===== src/pkg/ocd_pkg.sv =====
package ocd_pkg;
  // ---------------------------------------------------------------
  // Register map (byte addresses)
  // ---------------------------------------------------------------
  localparam logic [11:0] OCD_DIV_ADDR   = 12'h70c; // Output divide count
  localparam logic [11:0] OCD_WID_ADDR   = 12'h710; // pulse_high_time
  localparam logic [11:0] OCD_EPER_ADDR  = 12'h714; // secondary_leg_period
  localparam logic [11:0] OCD_EWID_ADDR  = 12'h718; // secondary_leg_high_time
  localparam logic [11:0] OCD_PHASE_ADDR = 12'h720; // edge_phase_offset
  localparam logic [11:0] OCD_CTRL_ADDR  = 12'h740; // Control: negative-leg mode
  localparam logic [11:0] OCD_STAT_ADDR  = 12'h744; // Status: applied state

  // ---------------------------------------------------------------
  // Reset values
  // ---------------------------------------------------------------
  localparam logic [31:0] OCD_DIV_RST   = 32'h0000_0002;
  localparam logic [31:0] OCD_WID_RST   = 32'h0000_0002;
  localparam logic [31:0] OCD_EPER_RST  = 32'h0000_0002;
  localparam logic [31:0] OCD_EWID_RST  = 32'h0000_0002;
  localparam logic [31:0] OCD_PHASE_RST = 32'h0000_0000;
  localparam logic        OCD_NEG_RST   = 1'b0;

  // ---------------------------------------------------------------
  // Field positions
  // ---------------------------------------------------------------
  localparam int OCD_CTRL_NEG_BIT  = 0; // Negative-leg divided mode select
  localparam int OCD_STAT_BYP_BIT  = 0; // Applied divide count below two
  localparam int OCD_STAT_NEG_BIT  = 1; // Applied negative-leg mode
  localparam int OCD_STAT_PEND_BIT = 2; // Divide, width or phase waiting for boundary
  localparam int OCD_STAT_DLY_BIT  = 3; // Inside a phase delay gap

  // ---------------------------------------------------------------
  // Output half-cycle patterns: bit 1 first half, bit 0 second half
  // ---------------------------------------------------------------
  localparam logic [1:0] OCD_PAT_CLK  = 2'h2; // Synthesizer clock itself
  localparam logic [1:0] OCD_PAT_NCLK = 2'h1; // Its complement
  localparam logic [1:0] OCD_PAT_LOW  = 2'h0;
  localparam logic [1:0] OCD_PAT_HIGH = 2'h3;
  localparam logic [1:0] OCD_MIN_DIV  = 2'h2; // Below this the divider is bypassed
endpackage


===== src/rtl/ocd_shaper.sv =====
// The implementer's own choice: strobed register access.
`timescale 1ns/1ps
// Summary of operation
// - Primary high time in half synthesizer cycles.
// - Divide below two ignores width and secondary.
// - Secondary period counts divided output cycles.
// - Secondary width counts half output periods.
// - Phase offset is signed half-cycle count.
// - Positive offset delays, negative offset advances.
// - Divide of one passes synthesizer clock through.
module ocd_shaper import ocd_pkg::*; #(
  parameter int CW = 32 // Counter and register width
) (
  input  wire logic        mclk,
  input  wire logic        rst,
  input  wire logic        ce,
  input  wire logic [11:0] addr,
  input  wire logic [31:0] wdata,
  input  wire logic        wr_en,
  input  wire logic        rd_en,
  output logic [31:0]      rdata_q,
  output logic [1:0]       clk_p_q,
  output logic [1:0]       clk_n_q
);
  localparam int PW = CW + 3; // Signed half-cycle position width
  // Two bits of headroom hold twice the divide count and the sign; a
  // third keeps a full-range phase change from wrapping the position.

  // ---------------------------------------------------------------
  // Software-visible settings
  // ---------------------------------------------------------------
  logic [CW-1:0] div_q;   // Programmed divide count
  logic [CW-1:0] wid_q;   // Programmed high time
  logic [CW-1:0] eper_q;  // Programmed secondary period
  logic [CW-1:0] ewid_q;  // Programmed secondary high time
  logic [CW-1:0] ph_q;    // Programmed phase offset
  logic          neg_q;   // Programmed negative-leg mode

  // ---------------------------------------------------------------
  // Applied settings, loaded only at boundaries
  // ---------------------------------------------------------------
  logic [CW-1:0] div_a_q;
  logic [CW-1:0] wid_a_q;
  logic [CW-1:0] eper_a_q;
  logic [CW-1:0] ewid_a_q;
  logic [CW-1:0] ph_a_q;
  logic          neg_a_q;

  // ---------------------------------------------------------------
  // Waveform state
  // ---------------------------------------------------------------
  logic signed [PW-1:0] pos_q;   // Half-cycle position in output period
  logic signed [PW-1:0] pos_d;
  logic [CW-1:0]        k_q;     // Output period index in secondary period
  logic [CW-1:0]        k_d;

  // Derived terms
  logic                 byp;      // Applied divide count below two
  logic                 bound;    // Last synthesizer cycle of this period
  logic                 k_wrap;   // Last output period of secondary period
  logic signed [PW-1:0] two_div;  // Period length in half cycles
  logic signed [PW-1:0] div_s;    // Half a period in half cycles
  logic signed [PW-1:0] wid_s;
  logic signed [PW-1:0] ewid_s;
  logic signed [PW-1:0] delta;    // Phase change still to apply
  logic signed [PW-1:0] pos1;     // Second half slot position
  logic signed [PW-1:0] kk;       // Secondary half-period index base
  logic [1:0]           p_pat;
  logic [1:0]           n_pat;

  // ---------------------------------------------------------------
  // Register write port
  // ---------------------------------------------------------------
  // No wait states: a strobe is taken at the edge that samples it
  // Settings registers; writes land at once, use waits for boundary
  always_ff @(posedge mclk or posedge rst) begin
    if (rst) begin
      div_q  <= CW'(OCD_DIV_RST);
      wid_q  <= CW'(OCD_WID_RST);
      eper_q <= CW'(OCD_EPER_RST);
      ewid_q <= CW'(OCD_EWID_RST);
      ph_q   <= CW'(OCD_PHASE_RST);
      neg_q  <= OCD_NEG_RST;
    end else if (ce && wr_en) begin
      case (addr)
        OCD_DIV_ADDR:   div_q  <= CW'(wdata);
        OCD_WID_ADDR:   wid_q  <= CW'(wdata);
        OCD_EPER_ADDR:  eper_q <= CW'(wdata);
        OCD_EWID_ADDR:  ewid_q <= CW'(wdata);
        OCD_PHASE_ADDR: ph_q   <= CW'(wdata);
        OCD_CTRL_ADDR:  neg_q  <= wdata[OCD_CTRL_NEG_BIT];
        default: begin
          // Unmapped and read-only addresses ignore writes
        end
      endcase
    end
  end

  // ---------------------------------------------------------------
  // Register read port
  // ---------------------------------------------------------------
  // Read data valid in the cycle after the strobe only
  // Zero between reads keeps a stale word off the bus
  always_ff @(posedge mclk or posedge rst) begin
    if (rst) begin
      rdata_q <= 32'h0000_0000;
    end else if (ce) begin
      rdata_q <= 32'h0000_0000;
      if (rd_en) begin
        case (addr)
          OCD_DIV_ADDR:   rdata_q <= 32'(div_q);
          OCD_WID_ADDR:   rdata_q <= 32'(wid_q);
          OCD_EPER_ADDR:  rdata_q <= 32'(eper_q);
          OCD_EWID_ADDR:  rdata_q <= 32'(ewid_q);
          OCD_PHASE_ADDR: rdata_q <= 32'(ph_q);
          OCD_CTRL_ADDR:  rdata_q[OCD_CTRL_NEG_BIT] <= neg_q;
          OCD_STAT_ADDR: begin
            // Applied state, so software can see when a change took hold
            rdata_q[OCD_STAT_BYP_BIT]  <= byp;
            rdata_q[OCD_STAT_NEG_BIT]  <= neg_a_q;
            rdata_q[OCD_STAT_PEND_BIT] <= (div_q != div_a_q) || (wid_q != wid_a_q) || (ph_q != ph_a_q);
            rdata_q[OCD_STAT_DLY_BIT]  <= pos_q < 0;
          end
          default: begin
            // Unmapped reads return zero
          end
        endcase
      end
    end
  end

  // ---------------------------------------------------------------
  // Period arithmetic
  // ---------------------------------------------------------------
  // Position compares in signed half-cycle units so a delay gap is negative
  // Divide zero falls into bypass, a safe choice for an undefined count
  always_comb begin
    byp     = div_a_q < CW'(OCD_MIN_DIV);
    two_div = $signed({2'b00, div_a_q, 1'b0});
    div_s   = $signed({3'b000, div_a_q});
    wid_s   = $signed({3'b000, wid_a_q});
    ewid_s  = $signed({3'b000, ewid_a_q});
    delta   = $signed({{3{ph_q[CW-1]}}, ph_q}) - $signed({{3{ph_a_q[CW-1]}}, ph_a_q});
    bound   = byp || (pos_q + PW'(2) >= two_div);
    k_wrap  = (k_q + CW'(1)) >= eper_a_q;
    kk      = $signed({2'b00, k_q, 1'b0});
  end

  // Next position: a positive change pushes the restart below zero,
  // which holds the output low for that many half cycles; a negative
  // change restarts part way into the period. Advances should stay
  // below one period, larger ones are taken one period per boundary.
  always_comb begin
    pos_d = pos_q + PW'(2);
    if (byp) begin
      pos_d = '0;
    end else if (bound) begin
      pos_d = pos_q + PW'(2) - two_div - delta;
    end
    // Second half slot; after an odd shift it crosses the boundary and
    // then opens the next period, one half slot before its first cycle
    pos1 = pos_q + PW'(1);
    if (!byp && bound && (pos1 >= two_div)) begin
      pos1 = pos_d - PW'(1);
    end
  end

  // Secondary period index advances once per output period
  // Kept at zero in bypass so the secondary restarts cleanly
  always_comb begin
    k_d = k_q;
    if (byp) begin
      k_d = '0;
    end else if (bound) begin
      k_d = k_wrap ? '0 : k_q + CW'(1);
    end
  end

  // ---------------------------------------------------------------
  // Applied settings
  // ---------------------------------------------------------------
  // Loading only at the boundary keeps every pulse whole
  // Limitation: an advance still cuts the pulse it lands in
  always_ff @(posedge mclk or posedge rst) begin
    if (rst) begin
      div_a_q <= CW'(OCD_DIV_RST);
      wid_a_q <= CW'(OCD_WID_RST);
      ph_a_q  <= CW'(OCD_PHASE_RST);
      neg_a_q <= OCD_NEG_RST;
    end else if (ce && bound) begin
      div_a_q <= div_q;
      wid_a_q <= wid_q;
      ph_a_q  <= ph_q;
      neg_a_q <= neg_q;
    end
  end

  // Secondary settings change only at a secondary period end or in bypass
  always_ff @(posedge mclk or posedge rst) begin
    if (rst) begin
      eper_a_q <= CW'(OCD_EPER_RST);
      ewid_a_q <= CW'(OCD_EWID_RST);
    end else if (ce && (byp || (bound && k_wrap))) begin
      eper_a_q <= eper_q;
      ewid_a_q <= ewid_q;
    end
  end

  // Position and secondary index
  always_ff @(posedge mclk or posedge rst) begin
    if (rst) begin
      pos_q <= '0;
      k_q   <= '0;
    end else if (ce) begin
      pos_q <= pos_d;
      k_q   <= k_d;
    end
  end

  // ---------------------------------------------------------------
  // Output patterns
  // ---------------------------------------------------------------
  // Each half slot is high while its position is below the high time
  // Gap slots have negative positions and so read low
  always_comb begin
    p_pat = OCD_PAT_LOW;
    n_pat = OCD_PAT_LOW;
    if (byp) begin
      p_pat = OCD_PAT_CLK;
      n_pat = OCD_PAT_NCLK;
    end else begin
      p_pat[1] = (pos_q >= 0) && (pos_q < wid_s);
      p_pat[0] = (pos1 >= 0) && (pos1 < wid_s);
      if (neg_a_q) begin
        // Offset assumed zero here, so the gap case is simply low
        n_pat[1] = (pos_q >= 0) && ((kk + PW'(pos_q >= div_s)) < ewid_s);
        n_pat[0] = (pos1 >= 0) && ((kk + PW'(pos1 >= div_s)) < ewid_s);
      end else begin
        n_pat = ~p_pat;
      end
    end
  end

  // Registered pins, one cycle behind the position
  // Flopped so the pins never show a combinational glitch
  always_ff @(posedge mclk or posedge rst) begin
    if (rst) begin
      clk_p_q <= OCD_PAT_LOW;
      clk_n_q <= OCD_PAT_LOW;
    end else if (ce) begin
      clk_p_q <= p_pat;
      clk_n_q <= n_pat;
    end
  end
endmodule


===== config.mk =====
export PLATFORM = sky130hd
export DESIGN_NAME = ocd_shaper
export DESIGN_NICKNAME = d
export VERILOG_FILES = /design/src/pkg/ocd_pkg.sv /design/src/rtl/ocd_shaper.sv
export SDC_FILE = /design/constraint.sdc
export NUM_CORES = 2
export LEC_CHECK = 0
export ABC_CLOCK_PERIOD_IN_PS = 13600
export BUFFER_PORTS_ARGS = -buffer_cell sky130_fd_sc_hd__buf_2
export CORE_MARGIN = 2
export CORE_UTILIZATION = 36
export DETAILED_ROUTE_END_ITERATION = 6
export SYNTH_ARGS = -nofsm -noshare
export SYNTH_HDL_FRONTEND = slang
export SYNTH_SLANG_ARGS = --single-unit

===== constraint.sdc =====
create_clock -name mclk -period 13.6 [get_ports mclk]
set_input_delay 0.68 -clock mclk [delete_from_list [all_inputs] [get_ports mclk]]
set_output_delay 0.68 -clock mclk [all_outputs]
set_load 0.02 [all_outputs]

==> results.json <==
{
  "status": "completed",
  "fin_crit_ns": 9.033,
  "rsz0062_at_grt": "false",
  "ys_ff_latch": 425,
  "crit_type": "reg -> reg",
  "crit_fanout": 29,
  "io_pins": 85,
  "rows": 109,
  "ctsHoldBuffers": 0,
  "grt_max_degree": 113,
  "clockBufferDepth": 3,
  "routed_via_density": 5.682,
  "synth_cell_types": 98,
  "syn2layout_area_growth_pct": 10.04,
  "syn_nets": 3820,
  "cts_setup_buffers": 0,
  "cts_buffers": 48,
  "leakage_nw": 16.97,
  "fin_util_pct": 39.90,
  "hp-class": "in -> async",
  "finalSetupViolations": 0,
  "yosysWarnings": 0,
  "grt_pass1_vias": 25260,
  "die_area_um2": 91120,
  "drtPass1Iterations": 6,
  "grtUsageTotal_pct": 24.62,
  "crit_required_ns": 14.09,
  "overflow": 0,
  "htreeDepth": 2,
  "drt-total-wl_um": 113100,
  "synthArstFlopShare_pct": 100.0,
  "synth_area_per_cell_um2": 9.367,
  "worstMarginPinSlew_ns": 1.242,
  "final_layout_size_suffix_gt1_share_pct": 15.36,
  "fin_nets": 3835,
  "endpoint_kind": "flop",
  "chipWidth_um": 301.9,
  "core_area_um2": 88100,
  "dp_hpwl_um": 89590,
  "antenna_found_initial": 2,
  "drc": 0,
  "ff2ff_path_depth": 34,
  "place.gp.congestion": 0.9620,
  "fin_crit_sh_pct": 66.42,
  "vdd_drop_max_uv": 89.02,
  "timing_hold_violations_final": 0,
  "dieHeight_um": 301.9,
  "ys.flop_type": "dfrtp_1",
  "slowest_delay_ns": 0.63,
  "slowest_stage": "nor4_1",
  "synth-edff-count": 0,
  "powerDensity_nw_per_um2": 133.3,
  "clock.fmax_mhz": 110.7,
  "clockRootBuffer": "clkbuf_16",
  "clk_pin_slew_worst_paths_ns": 0.06,
  "clock_latency_ns": 0.61,
  "slew_headroom_pct": 16.17,
  "drv_slew": 0,
  "drv_cap": 0,
  "syn-cell-area_um2": 31940,
  "finalSetupTns_ns": 0,
  "yosysSeqAreaShare_pct": 33.33,
  "startpoint_type": "flop",
  "wl_per_cell_um": 24.43,
  "clock-sinks": 425,
  "fin_skew_ns": 0.02607,
  "start_util_pct": 36.25,
  "port_buffers": 84,
  "worstPathArrival_ns": 9.52,
  "grt_pass1_wl_um": 167500,
  "synthCells": 3410,
  "ant_nets": 0,
  "tritoncts": "yes",
  "drt_iter0_markers": 2486,
  "via_count": 26310,
  "cts_resized": 0
}
-- report_power, final --
group	total [mW]	leakage [nW]	internal (mW)	switching [mW]
sequential	1.33	5.85	1.28	0.0455
clock	1.35	0.800	0.774	0.571
combinational	2.02	10.3	0.757	1.26
-- worst paths after layout --
| path | start | endpoint | slack [ns] |
|---|---|---|---|
| worst max-delay path | pos_q[10] | clk_n_q[0] | 4.57 |
| worst max register to register | pos_q[10] | clk_n_q[0] | 4.57 |
| worst min-delay path | rst | eper_a_q[0] | 0.23 |
| min in group mclk | wdata[7] | ewid_q[7] | 0.38 |
| max in group asynchronous | rst | wid_q[20] | 10.23 |
| worst min register to register | wid_a_q[18] | wid_a_q[18] | 0.49 |
-- kinds of logic (layout without fill, tap and decap cells) --
| logic type | count (synthesis) | after routing | synth area share, % |
|---|---|---|---|
| other | 0 | 1 | 0 |
| buffers and inverters | 531 | 585 | 6.456 |
| AOI/OAI and AO/OA | 723 | 723 | 15.18 |
| and+or+nand+nor | 895 | 895 | 14.19 |
| DFF | 425 | 425 | 33.33 |
| muxes | 269 | 269 | 9.468 |
| xor gates and xnor gates | 206 | 206 | 5.707 |
| adders and majority gates | 361 | 361 | 15.67 |
-- layer usage --
metal  part of all wire [%]  up-vias  track usage (%)
li1                       -    12160                -
met1                     46    13050            35.72
met2                     44      924            37.84
met3                    6.1      175            2.851
met4                    3.8        2            8.687
met5                  0.011        -                0
-- final cells by class --
type / count / area (µm²)
clock buffers: 63 / 1338
inverters: 377 / 1423
flip-flops and latches: 425 / 10650
repair buffers: 119 / 685.7
clock inverters: 26 / 275.3
fillers: 8744 / 52950
diodes: 1 / 2.502
well taps: 1165 / 1458
multi-input cells: 2454 / 19320
-- per-stage QoR --
stage	instance area, µm²	power (mW)	hold WS (ns)	instances	setup WS, ns
2_1_floorplan	31940	2.768	0.4498	3410	1.100
3_3_place_gp	33530	3.308	0.4683	4540	4.861
3_5_place_dp	33530	3.318	0.4813	4540	4.778
5_1_grt	35150	4.925	0.3079	4630	3.964
6_report	35150	4.686	0.2265	4630	4.567
4_1_cts	35150	4.669	0.2938	4629	4.733
-- placed cells by master, fill, tap and decap left out, types with 19 or more instances in the layout --
cell type,n
a211oi_1,29
a21o_1,75
a21oi_1,117
a222oi_1,32
and3_1,33
buf_2,83
buf_4,36
clkbuf_16,48
dfrtp_1,417
fa_1,65
ha_1,296
inv_1,376
mux2_2,261
nand2_1,305
nand2b_1,28
nand3_1,123
nand4_1,84
nor2_1,101
nor2b_1,36
nor3_1,48
nor4_1,31
o211ai_1,19
o21a_1,25
o21ai_0,227
o31ai_1,25
xnor2_1,106
xor2_1,99
-- synth_stat cells, types with 36 or more instances --
cell type / n / area (µm²)
xor2_1: 99 / 867.1
nand3_1: 124 / 620.6
o21ai_0: 227 / 1136
mux2_2: 261 / 2939
xnor2_1: 106 / 928.4
nand4_1: 84 / 525.5
clkbuf_1: 100 / 375.4
a21oi_1: 117 / 585.6
nand2_1: 305 / 1145
dfrtp_1: 417 / 10440
nor3_1: 50 / 250.2
a21o_1: 75 / 563.0
nor2_1: 106 / 397.9
ha_1: 296 / 3704
inv_1: 377 / 1415
nor2b_1: 36 / 225.2
fa_1: 65 / 1301
-- state kept, by name, summed over array words and instances, names as in the netlist, 32 cells and up --
signal	flops
ph_a_q	32
wid_q	32
ph_q	32
pos_q	35
ewid_q	32
ewid_a_q	32
k_q	32
div_a_q	32
eper_q	32
div_q	32
wid_a_q	32
eper_a_q	32
rdata_q	32
-- worst max-delay path, delay by kind of cell, from the launching register on --
kind	cells	cell delay, ns
simple gates	14	3.80
compound gates	13	2.69
fa+ha+maj	3	0.84
xor+xnor	2	0.57
flops	1	0.57
mux	1	0.32
buf+inv	1	0.11
Power figures use the tool's default switching activity.
